## src/bldc_comm_pkg.sv

```systemverilog
// Purpose: Shared constants and carriers for the six-step commutation timer block.
// Assumes: One 200 MHz system clock; timer rates are enable pulses made inside the block.
// Notes: Shadow values and pattern tables are supplied by software through plain ports.
package bldc_comm_pkg;

    // Clock rates in MHz; the fast timer rate is reached by a fractional accumulator.
    localparam int unsigned SYS_MHZ = 200;
    localparam int unsigned FAST_MHZ = 80;
    localparam int unsigned CAPTURE_MHZ = 1;
    localparam logic [8:0] ACC_STEP = 9'(FAST_MHZ);
    localparam logic [8:0] ACC_WRAP = 9'(SYS_MHZ);
    // Slow clock is the fast clock divided by two to the eighth.
    localparam logic [7:0] SLOW_LAST = 8'hff;
    // Capture clock divider count, derived from the two rates.
    localparam logic [7:0] CAP_LAST = 8'(SYS_MHZ / CAPTURE_MHZ - 1);

    // PWM pair period in fast timer cycles.
    localparam logic [15:0] PWM_PERIOD = 16'hfa0;
    // Start levels of the complementary pair and of the delay channel.
    localparam logic SL_CH0 = 1'b0;
    localparam logic SL_CH1 = 1'b1;
    localparam logic SL_CH2 = 1'b1;

    // Update trigger selections of the evaluator.
    localparam logic [1:0] TRIG_ON_PATTERN = 2'h0;
    localparam logic [1:0] TRIG_ON_DELAY = 2'h3;

    // Per-channel output selection codes.
    localparam logic [1:0] SEL_ZERO = 2'h0;
    localparam logic [1:0] SEL_ONE = 2'h1;
    localparam logic [1:0] SEL_SRC_A = 2'h2;
    localparam logic [1:0] SEL_SRC_B = 2'h3;

    // Reset values.
    localparam logic [15:0] CNT_RST = 16'h0;
    localparam logic [13:0] PAT_RST = 14'h0;
    localparam logic [23:0] CAP_RST = 24'h0;
    localparam logic [7:0] TALLY_RST = 8'h0;

    // Shadow pair for one output channel: second edge and first edge.
    typedef struct packed {
        logic [15:0] period_shadow;
        logic [15:0] edge_shadow;
    } pwm_shadow_s;

    // Capture results as seen by software.
    typedef struct packed {
        logic [23:0] result_high_time;
        logic [23:0] result_period;
        logic [7:0] edge_tally;
    } capture_result_s;

endpackage

```

## src/sensorless_bldc_commutation_pwm.sv

```systemverilog
// Purpose: Seven output timer channels, pattern evaluator, delay one-shot and period capture.
// Assumes: Period trigger and software strobes are on sys_clk_i; back voltage comparators are not.
// Notes: Outputs are registered; pin levels follow channel state one cycle later.
`timescale 1ns/1ps
module sensorless_bldc_commutation_pwm
(
    // Clock and reset.
    input wire logic sys_clk_i,
    input wire logic reset_i,
    // Group control of the output timer bank.
    input wire logic [6:0] channel_enable_i,
    input wire logic [6:0] output_enable_i,
    input wire logic global_trigger_i,
    input wire logic [6:0] pattern_mode_bit_i,
    input wire logic one_shot_bit_i,
    // Period trigger from the external period trigger channel.
    input wire logic period_trigger_i,
    // Shadow values of the PWM pair and of the delay channel.
    input wire bldc_comm_pkg::pwm_shadow_s ch0_shadow_i,
    input wire bldc_comm_pkg::pwm_shadow_s ch1_shadow_i,
    input wire bldc_comm_pkg::pwm_shadow_s ch2_shadow_i,
    // Pattern evaluator control.
    input wire logic evaluator_enable_i,
    input wire logic [1:0] update_trigger_select_i,
    input wire logic [13:0] next_pattern_control_i,
    input wire logic pattern_write_i,
    // Back voltage comparator inputs, phase inputs 3, 4 and 5.
    input wire logic [2:0] back_voltage_i,
    // Capture channel configuration.
    input wire logic pwm_measure_mode_i,
    input wire logic duty_level_select_i,
    input wire logic shadow_source_select_i,
    input wire logic capture_irq_enable_i,
    // Gate drives to the power stage.
    output logic [6:0] gate_drive_o,
    // Status towards software.
    output logic [13:0] output_pattern_control_o,
    output logic new_pattern_flag_o,
    output logic delay_trigger_o,
    output bldc_comm_pkg::capture_result_s capture_result_o,
    output logic capture_irq_o
);

    // Rate enables.
    logic [8:0] acc_ff; // Fractional accumulator for the fast timer rate.
    logic [7:0] slow_div_ff; // Counts fast ticks for the slow rate.
    logic [7:0] cap_div_ff; // Counts system cycles for the capture rate.
    logic fast_tick;
    logic slow_tick;
    logic cap_tick;
    logic [9:0] acc_sum;

    // Adding the fast rate each cycle and wrapping at the system rate gives an exact average.
    assign acc_sum = {1'b0, acc_ff} + {1'b0, bldc_comm_pkg::ACC_STEP};
    assign fast_tick = (acc_sum >= {1'b0, bldc_comm_pkg::ACC_WRAP});
    assign slow_tick = fast_tick && (slow_div_ff == bldc_comm_pkg::SLOW_LAST);
    assign cap_tick = (cap_div_ff == bldc_comm_pkg::CAP_LAST);

    // Divider state.
    always_ff @(posedge sys_clk_i)
    begin
        if (reset_i)
        begin
            acc_ff <= 9'h0;
            slow_div_ff <= 8'h0;
            cap_div_ff <= 8'h0;
        end
        else
        begin
            acc_ff <= fast_tick ? 9'(acc_sum - {1'b0, bldc_comm_pkg::ACC_WRAP}) : acc_sum[8:0];
            slow_div_ff <= fast_tick ? 8'(slow_div_ff + 8'h1) : slow_div_ff;
            cap_div_ff <= cap_tick ? 8'h0 : 8'(cap_div_ff + 8'h1);
        end
    end

    // Group start: enables and output enables take effect together on the global trigger.
    logic [6:0] run_ff;
    logic [6:0] outen_ff;

    // Staged enables are copied only on the trigger so all channels start on one edge.
    always_ff @(posedge sys_clk_i)
    begin
        if (reset_i)
        begin
            run_ff <= 7'h0;
            outen_ff <= 7'h0;
        end
        else if (global_trigger_i)
        begin
            run_ff <= channel_enable_i;
            outen_ff <= output_enable_i;
        end
    end

    // Complementary PWM pair.
    logic [15:0] cnt0_ff;
    logic [15:0] cnt1_ff;
    logic [15:0] cm0_0_ff;
    logic [15:0] cm1_0_ff;
    logic [15:0] cm0_1_ff;
    logic [15:0] cm1_1_ff;
    logic trig0;
    logic trig1;
    logic pwm_a;
    logic pwm_b;

    // Channel 0 passes the period trigger on, so channel 1 resets in the same cycle.
    assign trig0 = period_trigger_i && run_ff[0];
    assign trig1 = trig0 && run_ff[1];

    // Counter step: wraps at the fixed period when no trigger arrives in time.
    function automatic logic [15:0] step_cnt(input logic [15:0] c);
        step_cnt = (c >= 16'(bldc_comm_pkg::PWM_PERIOD - 16'h1)) ? 16'h0 : 16'(c + 16'h1);
    endfunction

    // Level rule: start level before the first edge and from the second edge on.
    function automatic logic pwm_level(input logic [15:0] c, input logic [15:0] cm0,
                                       input logic [15:0] cm1, input logic sl);
        pwm_level = ((c < cm1) || (c >= cm0)) ? sl : ~sl;
    endfunction

    assign pwm_a = pwm_level(cnt0_ff, cm0_0_ff, cm1_0_ff, bldc_comm_pkg::SL_CH0);
    assign pwm_b = pwm_level(cnt1_ff, cm0_1_ff, cm1_1_ff, bldc_comm_pkg::SL_CH1);

    // Channel 0 counter and compares; compares never change mid-period.
    always_ff @(posedge sys_clk_i)
    begin
        if (reset_i)
        begin
            cnt0_ff <= bldc_comm_pkg::CNT_RST;
            cm0_0_ff <= bldc_comm_pkg::PWM_PERIOD;
            cm1_0_ff <= bldc_comm_pkg::CNT_RST;
        end
        else if (trig0)
        begin
            cnt0_ff <= bldc_comm_pkg::CNT_RST;
            cm0_0_ff <= ch0_shadow_i.period_shadow;
            cm1_0_ff <= ch0_shadow_i.edge_shadow;
        end
        else if (fast_tick && run_ff[0])
        begin
            cnt0_ff <= step_cnt(cnt0_ff);
        end
    end

    // Channel 1 counter and compares, reset by the trigger handed on from channel 0.
    always_ff @(posedge sys_clk_i)
    begin
        if (reset_i)
        begin
            cnt1_ff <= bldc_comm_pkg::CNT_RST;
            cm0_1_ff <= bldc_comm_pkg::PWM_PERIOD;
            cm1_1_ff <= bldc_comm_pkg::CNT_RST;
        end
        else if (trig1)
        begin
            cnt1_ff <= bldc_comm_pkg::CNT_RST;
            cm0_1_ff <= ch1_shadow_i.period_shadow;
            cm1_1_ff <= ch1_shadow_i.edge_shadow;
        end
        else if (fast_tick && run_ff[1])
        begin
            cnt1_ff <= step_cnt(cnt1_ff);
        end
    end

    // Back voltage synchroniser and new pattern detection.
    logic [2:0] bv_meta_ff; // First stage, read only by the second.
    logic [2:0] bv_sync_ff;
    logic [2:0] bv_last_ff;
    logic new_pat;

    // A changed pattern counts only while the evaluator is enabled; software keeps it off at start.
    assign new_pat = evaluator_enable_i && (bv_sync_ff != bv_last_ff);

    // Two-stage synchroniser and previous-pattern store.
    always_ff @(posedge sys_clk_i)
    begin
        if (reset_i)
        begin
            bv_meta_ff <= 3'h0;
            bv_sync_ff <= 3'h0;
            bv_last_ff <= 3'h0;
        end
        else
        begin
            bv_meta_ff <= back_voltage_i;
            bv_sync_ff <= bv_meta_ff;
            bv_last_ff <= bv_sync_ff;
        end
    end

    // Delay one-shot channel on the slow clock.
    logic [15:0] cnt2_ff;
    logic [15:0] cm0_2_ff;
    logic [15:0] cm1_2_ff;
    logic busy2_ff;
    logic hit1;
    logic hit0;
    logic pwm_c;

    assign hit1 = busy2_ff && slow_tick && (cnt2_ff == cm1_2_ff);
    assign hit0 = busy2_ff && slow_tick && (cnt2_ff >= cm0_2_ff);
    assign pwm_c = busy2_ff ? ((cnt2_ff < cm1_2_ff) ? bldc_comm_pkg::SL_CH2 : ~bldc_comm_pkg::SL_CH2) : 1'b0;

    // A new pattern restarts the channel at zero for one period; one-shot stops it at the end.
    always_ff @(posedge sys_clk_i)
    begin
        if (reset_i)
        begin
            cnt2_ff <= bldc_comm_pkg::CNT_RST;
            cm0_2_ff <= bldc_comm_pkg::CNT_RST;
            cm1_2_ff <= bldc_comm_pkg::CNT_RST;
            busy2_ff <= 1'b0;
        end
        else if (new_pat && run_ff[2])
        begin
            cnt2_ff <= bldc_comm_pkg::CNT_RST;
            cm0_2_ff <= ch2_shadow_i.period_shadow;
            cm1_2_ff <= ch2_shadow_i.edge_shadow;
            busy2_ff <= 1'b1;
        end
        else if (hit0)
        begin
            cnt2_ff <= bldc_comm_pkg::CNT_RST;
            busy2_ff <= ~one_shot_bit_i;
        end
        else if (busy2_ff && slow_tick)
        begin
            cnt2_ff <= 16'(cnt2_ff + 16'h1);
        end
    end

    // Pattern evaluator output control.
    logic [13:0] pat_ff;
    logic pat_update;

    assign pat_update = (update_trigger_select_i == bldc_comm_pkg::TRIG_ON_DELAY) ? hit1 :
                        (update_trigger_select_i == bldc_comm_pkg::TRIG_ON_PATTERN) ? new_pat : 1'b0;

    // With the evaluator off software writes the pattern directly, as in open-loop start.
    always_ff @(posedge sys_clk_i)
    begin
        if (reset_i)
        begin
            pat_ff <= bldc_comm_pkg::PAT_RST;
        end
        else if ((evaluator_enable_i && pat_update) || (!evaluator_enable_i && pattern_write_i))
        begin
            pat_ff <= next_pattern_control_i;
        end
    end

    // Per-channel selection of evaluator output and final pin level.
    logic [6:0] own_pwm;
    logic [6:0] eval_out;
    logic [6:0] nxt_drive;

    // Channels 3 to 6 have no PWM of their own here; they serve only in pattern mode.
    assign own_pwm = {4'h0, pwm_c, pwm_b, pwm_a};

    function automatic logic pick(input logic [1:0] sel, input logic a, input logic b);
        case (sel)
            bldc_comm_pkg::SEL_ZERO: pick = 1'b0;
            bldc_comm_pkg::SEL_ONE: pick = 1'b1;
            bldc_comm_pkg::SEL_SRC_A: pick = a;
            default: pick = b;
        endcase
    endfunction

    for (genvar g = 0; g < 7; g++)
    begin : g_ch
        assign eval_out[g] = pick(pat_ff[2*g+1 -: 2], pwm_a, pwm_b);
        assign nxt_drive[g] = outen_ff[g] && run_ff[g] &&
                              (pattern_mode_bit_i[g] ? eval_out[g] : own_pwm[g]);
    end

    // Capture channel on phase input 3.
    logic bv_cap;
    logic bv_cap_last_ff;
    logic rise;
    logic fall;
    logic [23:0] cap_cnt_ff;
    logic [23:0] cap_shadow_ff;
    logic [23:0] high_ff;
    logic [23:0] period_ff;
    logic [7:0] tally_ff;

    // Duty level select low measures the low time by swapping edge roles.
    assign bv_cap = bv_sync_ff[0] ^ ~duty_level_select_i;
    assign rise = pwm_measure_mode_i && bv_cap && !bv_cap_last_ff;
    assign fall = pwm_measure_mode_i && !bv_cap && bv_cap_last_ff;

    // Counter restarts at each rising edge; rising edge wins over a coincident capture tick.
    always_ff @(posedge sys_clk_i)
    begin
        if (reset_i)
        begin
            bv_cap_last_ff <= 1'b0;
            cap_cnt_ff <= bldc_comm_pkg::CAP_RST;
            cap_shadow_ff <= bldc_comm_pkg::CAP_RST;
            high_ff <= bldc_comm_pkg::CAP_RST;
            period_ff <= bldc_comm_pkg::CAP_RST;
            tally_ff <= bldc_comm_pkg::TALLY_RST;
        end
        else
        begin
            bv_cap_last_ff <= bv_cap;
            if (rise)
            begin
                high_ff <= cap_shadow_ff;
                period_ff <= cap_cnt_ff;
                cap_cnt_ff <= bldc_comm_pkg::CAP_RST;
            end
            else if (cap_tick && pwm_measure_mode_i)
            begin
                cap_cnt_ff <= 24'(cap_cnt_ff + 24'h1);
            end
            if (fall && !shadow_source_select_i)
            begin
                cap_shadow_ff <= cap_cnt_ff;
            end
            if (rise || fall)
            begin
                tally_ff <= 8'(tally_ff + 8'h1);
            end
        end
    end

    // Registered outputs.
    always_ff @(posedge sys_clk_i)
    begin
        if (reset_i)
        begin
            gate_drive_o <= 7'h0;
            output_pattern_control_o <= bldc_comm_pkg::PAT_RST;
            new_pattern_flag_o <= 1'b0;
            delay_trigger_o <= 1'b0;
            capture_irq_o <= 1'b0;
            capture_result_o <= '0;
        end
        else
        begin
            gate_drive_o <= nxt_drive;
            output_pattern_control_o <= pat_ff;
            new_pattern_flag_o <= new_pat;
            delay_trigger_o <= hit1;
            capture_irq_o <= rise && capture_irq_enable_i;
            capture_result_o <= {high_ff, period_ff, tally_ff};
        end
    end

endmodule

```

## config.mk

```make
export PLATFORM = sky130hd
export DESIGN_NAME = sensorless_bldc_commutation_pwm
export DESIGN_NICKNAME = d
export VERILOG_FILES = /design/src/bldc_comm_pkg.sv /design/src/sensorless_bldc_commutation_pwm.sv
export SDC_FILE = /design/constraint.sdc
export NUM_CORES = 1
export LEC_CHECK = 0
export BUFFER_PORTS_ARGS = -buffer_cell sky130_fd_sc_hd__buf_2
export CAP_MARGIN = 20
export CORE_ASPECT_RATIO = 1.2
export CORE_UTILIZATION = 64
export CTS_BUF_LIST = sky130_fd_sc_hd__clkbuf_8
export CTS_CLUSTER_DIAMETER = 100
export DETAILED_ROUTE_END_ITERATION = 10
export PLACE_DENSITY = 0.87
export SLEW_MARGIN = 10
export SYNTH_ARGS = -nofsm -noshare
export SYNTH_HDL_FRONTEND = slang
export SYNTH_SLANG_ARGS = --single-unit
```

## constraint.sdc

```tcl
create_clock -name sys_clk_i -period 4.05 [get_ports sys_clk_i]
set_clock_uncertainty 0.1 [all_clocks]
set_input_delay 0.2025 -clock sys_clk_i [delete_from_list [all_inputs] [get_ports sys_clk_i]]
set_output_delay 0.2025 -clock sys_clk_i [all_outputs]
set_load 0.02 [all_outputs]
```

Word-level counts from Yosys, hierarchy flattened. Index checks and enable logic that the tools add are counted.

Bits in registers: 392. Input bits: 147.

Multiplexer cells: 25. Add/sub/neg operators: 9. Equality and inequality tests: 19. Order comparisons: 9. Reduce and logical (&&, ||, !) cells: 55. Bitwise operators: 3.

Operators by type and width (number): 16-bit by 1-bit adder with 16-bit output (second input constant) (3); 16-bit greater-or-equal comparator (3); 16-bit < comparator (3); 1-bit logical AND (33); 16-bit by 12-bit greater-or-equal comparator with 1-bit output (second input constant) (2); 16-bit two-way mux (2); 24-bit by 1-bit adder with 24-bit output (second input constant) (1); 8-bit by 1-bit adder with 8-bit output (second input constant) (3); 1-bit one-hot mux with 3 select lines (7); 16-bit equality test (1); 2-bit equality test (second input constant) (8); 8-bit equality test (second input constant) (2); 2-bit logical NOT (8); 1-bit two-way mux (15); 2-bit by 1-bit equality test with 1-bit output (second input constant) (7); 9-bit by 7-bit adder with 10-bit output (second input constant) (1); 10-bit by 8-bit greater-or-equal comparator with 1-bit output (second input constant) (1); 9-bit two-way mux (1); 9-bit by 8-bit subtractor with 9-bit output (second input constant) (1); 2-bit OR reduction (4); 1-bit logical NOT (4); 1-bit logical OR (4); 3-bit inequality test (1); 3-bit OR reduction (1); 3 further kinds (4).

Logic depth before layout (Yosys ltp).
Word-level depth: 8. Mapped depth: 9.

Worst setup path after synthesis. No wires, ideal clock.

Kind: reg-to-reg. From: register acc_ff[4]. To: register cnt2_ff[6]. Arrival time: 2.126 ns. Period minus slack after synthesis: 2.296 ns. Stages on the path, launching flop included: 9. Setup time: 0.070 ns. Slack: 1.754 ns. Path through: dfxtp_1 -> ha_1 -> nand2b_1 -> a21oi_1 -> o21ai_2 -> a21o_1 -> clkbuf_1 -> or4_1 -> a21oi_1.

Cells in the longest elaborated chain, start to end: 6.

RTL lines: from (decl) (line sensorless_bldc_commutation_pwm.sv:45) `logic [8:0] acc_ff;`; from (signal assigned) (line sensorless_bldc_commutation_pwm.sv:70) `acc_ff <= fast_tick ? 9'(acc_sum - {1'b0, bldc_comm_pkg::ACC_WRAP}) : acc_sum[8:0];`; 9-bit by 7-bit adder with 10-bit output (*) (line sensorless_bldc_commutation_pwm.sv:54) `assign acc_sum = {1'b0, acc_ff} + {1'b0, bldc_comm_pkg::ACC_STEP};`; 10-bit by 8-bit greater-or-equal comparator with 1-bit output (*) (line sensorless_bldc_commutation_pwm.sv:55) `assign fast_tick = (acc_sum >= {1'b0, bldc_comm_pkg::ACC_WRAP});`; 1-bit logical AND (*) (line sensorless_bldc_commutation_pwm.sv:56) `assign slow_tick = fast_tick && (slow_div_ff == bldc_comm_pkg::SLOW_LAST);`; 1-bit logical AND (*) (line sensorless_bldc_commutation_pwm.sv:203, sensorless_bldc_commutation_pwm.sv:228); 1-bit logical AND (line sensorless_bldc_commutation_pwm.sv:203) `assign hit0 = busy2_ff && slow_tick && (cnt2_ff >= cm0_2_ff);`; 3-bit OR reduction (no source line); to (signal assigned) (line sensorless_bldc_commutation_pwm.sv:211) `cnt2_ff <= bldc_comm_pkg::CNT_RST;`; to (signal assigned) (line sensorless_bldc_commutation_pwm.sv:225) `cnt2_ff <= bldc_comm_pkg::CNT_RST;`; to (signal assigned) (line sensorless_bldc_commutation_pwm.sv:230) `cnt2_ff <= 16'(cnt2_ff + 16'h1);`; to (decl) (line sensorless_bldc_commutation_pwm.sv:194) `logic [15:0] cnt2_ff;`.

Mark *: on every way between the ends. The rest lies on a longest branch, timed or not. A chain may end at the register's enable or synchronous reset.

Final worst setup path.
From: register cm1_2_ff[9]. To: register pat_ff[0].

Cells in the longest elaborated chain, start to end: 5.

RTL lines: from (decl) (line sensorless_bldc_commutation_pwm.sv:196) `logic [15:0] cm1_2_ff;`; from (signal assigned) (line sensorless_bldc_commutation_pwm.sv:213) `cm1_2_ff <= bldc_comm_pkg::CNT_RST;`; from (signal assigned) (line sensorless_bldc_commutation_pwm.sv:220) `cm1_2_ff <= ch2_shadow_i.edge_shadow;`; 16-bit equality test (line sensorless_bldc_commutation_pwm.sv:202) `assign hit1 = busy2_ff && slow_tick && (cnt2_ff == cm1_2_ff);`; 1-bit logical AND (line sensorless_bldc_commutation_pwm.sv:202); 1-bit two-way mux (line sensorless_bldc_commutation_pwm.sv:238) `assign pat_update = (update_trigger_select_i == bldc_comm_pkg::TRIG_ON_DELAY) ? hit1 :`; 1-bit logical AND (line sensorless_bldc_commutation_pwm.sv:248) `else if ((evaluator_enable_i && pat_update) || (!evaluator_enable_i && pattern_write_i))`; 1-bit logical OR (line sensorless_bldc_commutation_pwm.sv:248); to (signal assigned) (line sensorless_bldc_commutation_pwm.sv:246) `pat_ff <= bldc_comm_pkg::PAT_RST;`; to (signal assigned) (line sensorless_bldc_commutation_pwm.sv:250) `pat_ff <= next_pattern_control_i;`; to (decl) (line sensorless_bldc_commutation_pwm.sv:235) `logic [13:0] pat_ff;`.

No other way between the ends.

==> flow_results.org <==
** Place
- Number of cells in the design after placement :: ~2400
- After legalization and detailed placement, the total HPWL measured between 20 and 30 mm.
- Prior to clock tree synthesis, the placed netlist has a worst setup slack of 1130 ps.
- Number of buffers added on ports :: ~230
- At the end of routability-driven placement, the weighted congestion stood at around 0.93.

** Clock network
- Clock Path Buffers :: 3
- Number of sinks on the clock net :: slightly below 400
- Post-cts repair resize count :: 0
- The clock reaches the later pin of the worst-skew pair after about 610 ps.
- Number of H-tree branching levels :: 2
- Clock input transition at the sequential cells of the worst setup and hold paths :: roughly 70 ps
- Number of buffers inserted during clock tree synthesis :: 58
- Cell chosen for the clock root :: sky130_fd_sc_hd__clkbuf_8
- TritonCTS clock tree :: done

** Setup path
- Maximum cell stage delay along the critical path :: approximately 600 ps
- Category of cells accounting for the largest share of critical-path delay :: buffers and inverters
- The critical path contains buffers and inverters numbering 3 combined.
- Arrival time at the worst endpoint :: between 3000 and 4000 ps
- Depth of the worst register-to-register path :: 10
- In this run the register-to-register setup slack is roughly 650 ps.
- Critical Path RT :: between 4000 and 5000 ps
- Worst reg2reg startpoint :: cm1_2_ff[9]$_SDFFE_PP0P_
- Critical path class :: flip-flop to flip-flop
- The worst setup path is launched from a flip-flop.
- The largest individual stage delay along the critical path comes from the cell sky130_fd_sc_hd__dlygate4sd3_1.
- Reg2reg end :: pat_ff[0]$_SDFFE_PP0P_
- STA classifies the critical path endpoint as a flip-flop.
- Cells along the critical path :: inv_1 -> ha_1 -> nand4_1 -> or2_2 -> nor4b_1 -> o2111ai_1 -> buf_4 -> nand3_1 -> a21oi_1 -> dlygate4sd3_1
- Maximum fanout along the worst path :: 8

** Timing
- Final min period :: between 3000 and 4000 ps
- Timing would allow up to slightly below 0.3 GHz.
- Total negative slack :: 0 ps
- Final count of negative-setup-slack endpoints :: 0
- Hold violation total from the final report :: 0
- In the post-route analysis, the smallest setup slack over all paths is ~650 ps.
- Hold is met by about 27 ps.
- Headroom to the max-slew limit came out at a little under a third.
- Setup repair after global routing left no endpoint under its margin.
- Worst Max-Slew Pin Slew :: 1020 ps
- Dividing the final minimum period by the clock period gives a little over four fifths.
- The number of max-slew violations in the final report was 0.

** Die
- Row generation in the floorplan step produced 64 rows.
- X dimension of the die :: 150 um
- From bottom edge to top edge, the die measures about 180 um.
- Starting density of the core :: 65.4%
- about 230 I/O pins were placed.
- Core footprint :: around 26000 um2
- Die area :: ~27000 um2

** Logic synthesis
- Most frequent cells after synthesis :: 389 x sky130_fd_sc_hd__dfxtp_1, 370 x sky130_fd_sc_hd__nand2_1, 215 x sky130_fd_sc_hd__a21oi_1
- sky130_fd_sc_hd__dfxtp_1 takes more of the synthesized area than any other cell.
- In the post-synthesis netlist, the cell with the most instances is sky130_fd_sc_hd__dfxtp_1.
- Sequential elements use 46.6% of the synthesized area.
- Among all flip-flop cells after synthesis, the most frequent one is sky130_fd_sc_hd__dfxtp_1.
- Number of synthesized flops with an enable pin :: 0
- During synthesis, Yosys emitted a total of 0 warnings.
- After synthesis the cells add up to roughly 17000 um2.
- Top cell type's share of synthesized area :: 46.6%
- Synthesized area per cell :: 8.55 um2
- Async set-or-reset flop fraction in the synthesized netlist :: 0%
- After synthesis the netlist holds a flip-flop and latch count of 389.
- Cell variety after synth :: between 60 and 70
- The number of nets handed over by synthesis was about 2200.
- Leading cell types by total area after synthesis :: sky130_fd_sc_hd__dfxtp_1 47%, sky130_fd_sc_hd__nand2_1 8.3%, sky130_fd_sc_hd__ha_1 7.9%, sky130_fd_sc_hd__a21oi_1 6.4%, sky130_fd_sc_hd__nor2b_1 3.1%
- Instance count of the mapped netlist :: between 1500 and 2000

** Global route
- Pin count of the biggest net entering global routing :: 93
- The initial antenna violation count came to 1.
- The total overflow left after global routing is 0.
- The via count of the first global-routing pass is roughly 16000.
- Tot GR Track Use :: between 30% and 40%
- Global-route wire length before repair :: ~75 mm

** Power
- Static Leak :: around 8.5 nW
- Total power for the finished layout comes to about 0.0084 W.
- IR analysis of the VDD net gives a maximum drop of roughly 0.39 mV.
- Ratio of total power to cell area :: between 400 and 500 nW/um2

** Run status
- The flow ran to the end, and the final reports show no timing, DRC or antenna violations.

** Final layout
- Number of nets at the end of the flow :: between 2000 and 3000
- The area growth from synthesis to layout is 23.8%.
- Total of fill cells in the finished design :: between 1500 and 2000
- Proportion of layout cells with a drive suffix above 1 :: about 15%
- In the final layout, flip-flops and latches occupy between 7000 and 8000 um2.
- Area taken by multi-input logic gates :: 8110 um2
- Final std cells w/o fill :: between 2000 and 3000

** Drt
- Detail Route Antenna Nets :: 0
- Before antenna repair, the detailed router went through 8 iterations.
- Total number of vias :: roughly 16000
- After detailed routing, the average wire length per cell comes to 17.7 um.
- For this block, the initial DRC count from the detailed router was 967.
- After detailed routing, the number of remaining DRC violations is 0.
- Routed Wire Length :: 47.3 mm
- Avg Vias per Cell :: approximately 6

** Min path
- For hold timing, the worst endpoint is pat_ff[12]$_SDFFE_PP0P_.
- The startpoint identified for the worst hold timing path is pattern_write_i.
- The worst hold path was traced through 5 stages.
- Tightest Hold Check Type :: input port to flip-flop

** Run
- The tool flagged a number of max-cap violations equal to 0.
==> sequential cells by signal, indices dropped and copies added, names as in the netlist, 8 cells and up <==
name	flops
cnt0_ff	16
cap_cnt_ff	24
cm1_2_ff	16
cap_div_ff	8
cap_shadow_ff	24
cnt2_ff	16
pat_ff	14
slow_div_ff	8
high_ff	24
cm0_0_ff	16
cm0_1_ff	16
output_pattern_control_o	14
cm1_0_ff	16
tally_ff	8
cnt1_ff	16
cm0_2_ff	16
cm1_1_ff	16
capture_result_o	56
period_ff	24
==> power breakdown <==
group	total, W	internal [W]	switching (W)
Combinational	0.00108	0.000419	0.000656
Clock	0.00331	0.00176	0.00155
Sequential	0.00402	0.00392	0.0000997
Total	0.00840	0.00610	0.00230
==> metal layers <==
layer / part of all wire, % / routed length (um) / GRT usage, %
met1: 36 / 17000 / 36.4
met2: 51 / 24000 / 63.1
met3: 7.2 / 3430 / 7.51
met4: 6.0 / 2820 / 22.8
met5: 0 / 0 / 0
==> cell type report <==
cell class	count	area share, %
multi-input combinational	1349	39.2
antenna	1	0.0121
inverter	113	2.05
tap	330	2.00
sequential	389	37.7
clock buffer	77	5.12
timing repair buffer	389	13.2
clock inverter	23	0.726
==> tightest hold or removal path, cell delays in order <==
cell	delay, ps
sky130_fd_sc_hd__buf_2	90
sky130_fd_sc_hd__o21ai_0	70
sky130_fd_sc_hd__buf_4	190
sky130_fd_sc_hd__nand3_1	90
sky130_fd_sc_hd__a21oi_1	50
==> cell families after synthesis <==
kind of cell	count (synthesis)	synth area share [%]
AND/OR/NAND/NOR	757	21.4
AO/OA/AOI/OAI	394	14.1
multiplexers	17	1.02
flip-flops	389	46.6
XOR/XNOR	76	3.98
adder cells (fa/ha/maj)	105	7.86
buffers and inverters	217	4.99
==> through the flow <==
step | instance area, um2 | util (%)
after floorplan | 16700 | -
after global placement | 18000 | 70.4
after detailed placement | 18000 | 70.4
after CTS | 20700 | 80.9
after global routing | 20700 | 81.0
final | 20700 | 81.0
==> worst max-delay path by stage <==
stage | startpoint | to | depth (start not counted)
after floorplan | acc_ff[4]$_SDFF_PP0_ | cnt2_ff[6]$_SDFFE_PP0P_ | 8
after global placement | cnt2_ff[12]$_SDFFE_PP0P_ | pat_ff[6]$_SDFFE_PP0P_ | 7
final | cm1_2_ff[9]$_SDFFE_PP0P_ | pat_ff[0]$_SDFFE_PP0P_ | 10
after CTS | cnt2_ff[12]$_SDFFE_PP0P_ | pat_ff[0]$_SDFFE_PP0P_ | 8
after global routing | cnt2_ff[12]$_SDFFE_PP0P_ | pat_ff[0]$_SDFFE_PP0P_ | 9
after detailed placement | cnt2_ff[12]$_SDFFE_PP0P_ | pat_ff[8]$_SDFFE_PP0P_ | 7
==> placed cells by master, fill, tap and decap left out, types with 35 or more instances in the layout <==
| cell | netlist | final |
|---|---|---|
| sky130_fd_sc_hd__nand2_1 | 370 | 370 |
| sky130_fd_sc_hd__nand3_1 | 45 | 45 |
| sky130_fd_sc_hd__o21ai_0 | 47 | 47 |
| sky130_fd_sc_hd__nor3_1 | 44 | 43 |
| sky130_fd_sc_hd__dfxtp_1 | 389 | 389 |
| sky130_fd_sc_hd__buf_2 | 3 | 225 |
| sky130_fd_sc_hd__ha_1 | 105 | 105 |
| sky130_fd_sc_hd__clkbuf_8 | 0 | 77 |
| sky130_fd_sc_hd__dlygate4sd3_1 | 0 | 147 |
| sky130_fd_sc_hd__a21oi_1 | 215 | 215 |
| sky130_fd_sc_hd__nor2_1 | 88 | 88 |
| sky130_fd_sc_hd__xor2_1 | 35 | 35 |
| sky130_fd_sc_hd__inv_1 | 113 | 128 |
| sky130_fd_sc_hd__xnor2_1 | 41 | 41 |
| sky130_fd_sc_hd__nor2b_1 | 84 | 84 |
==> what timing repair did <==
action,in CTS,in global routing
hold endpoints to repair,185,0
setup buffers,0,0
hold buffers,147,0
Note: power is estimated with default switching activity, not from simulation.
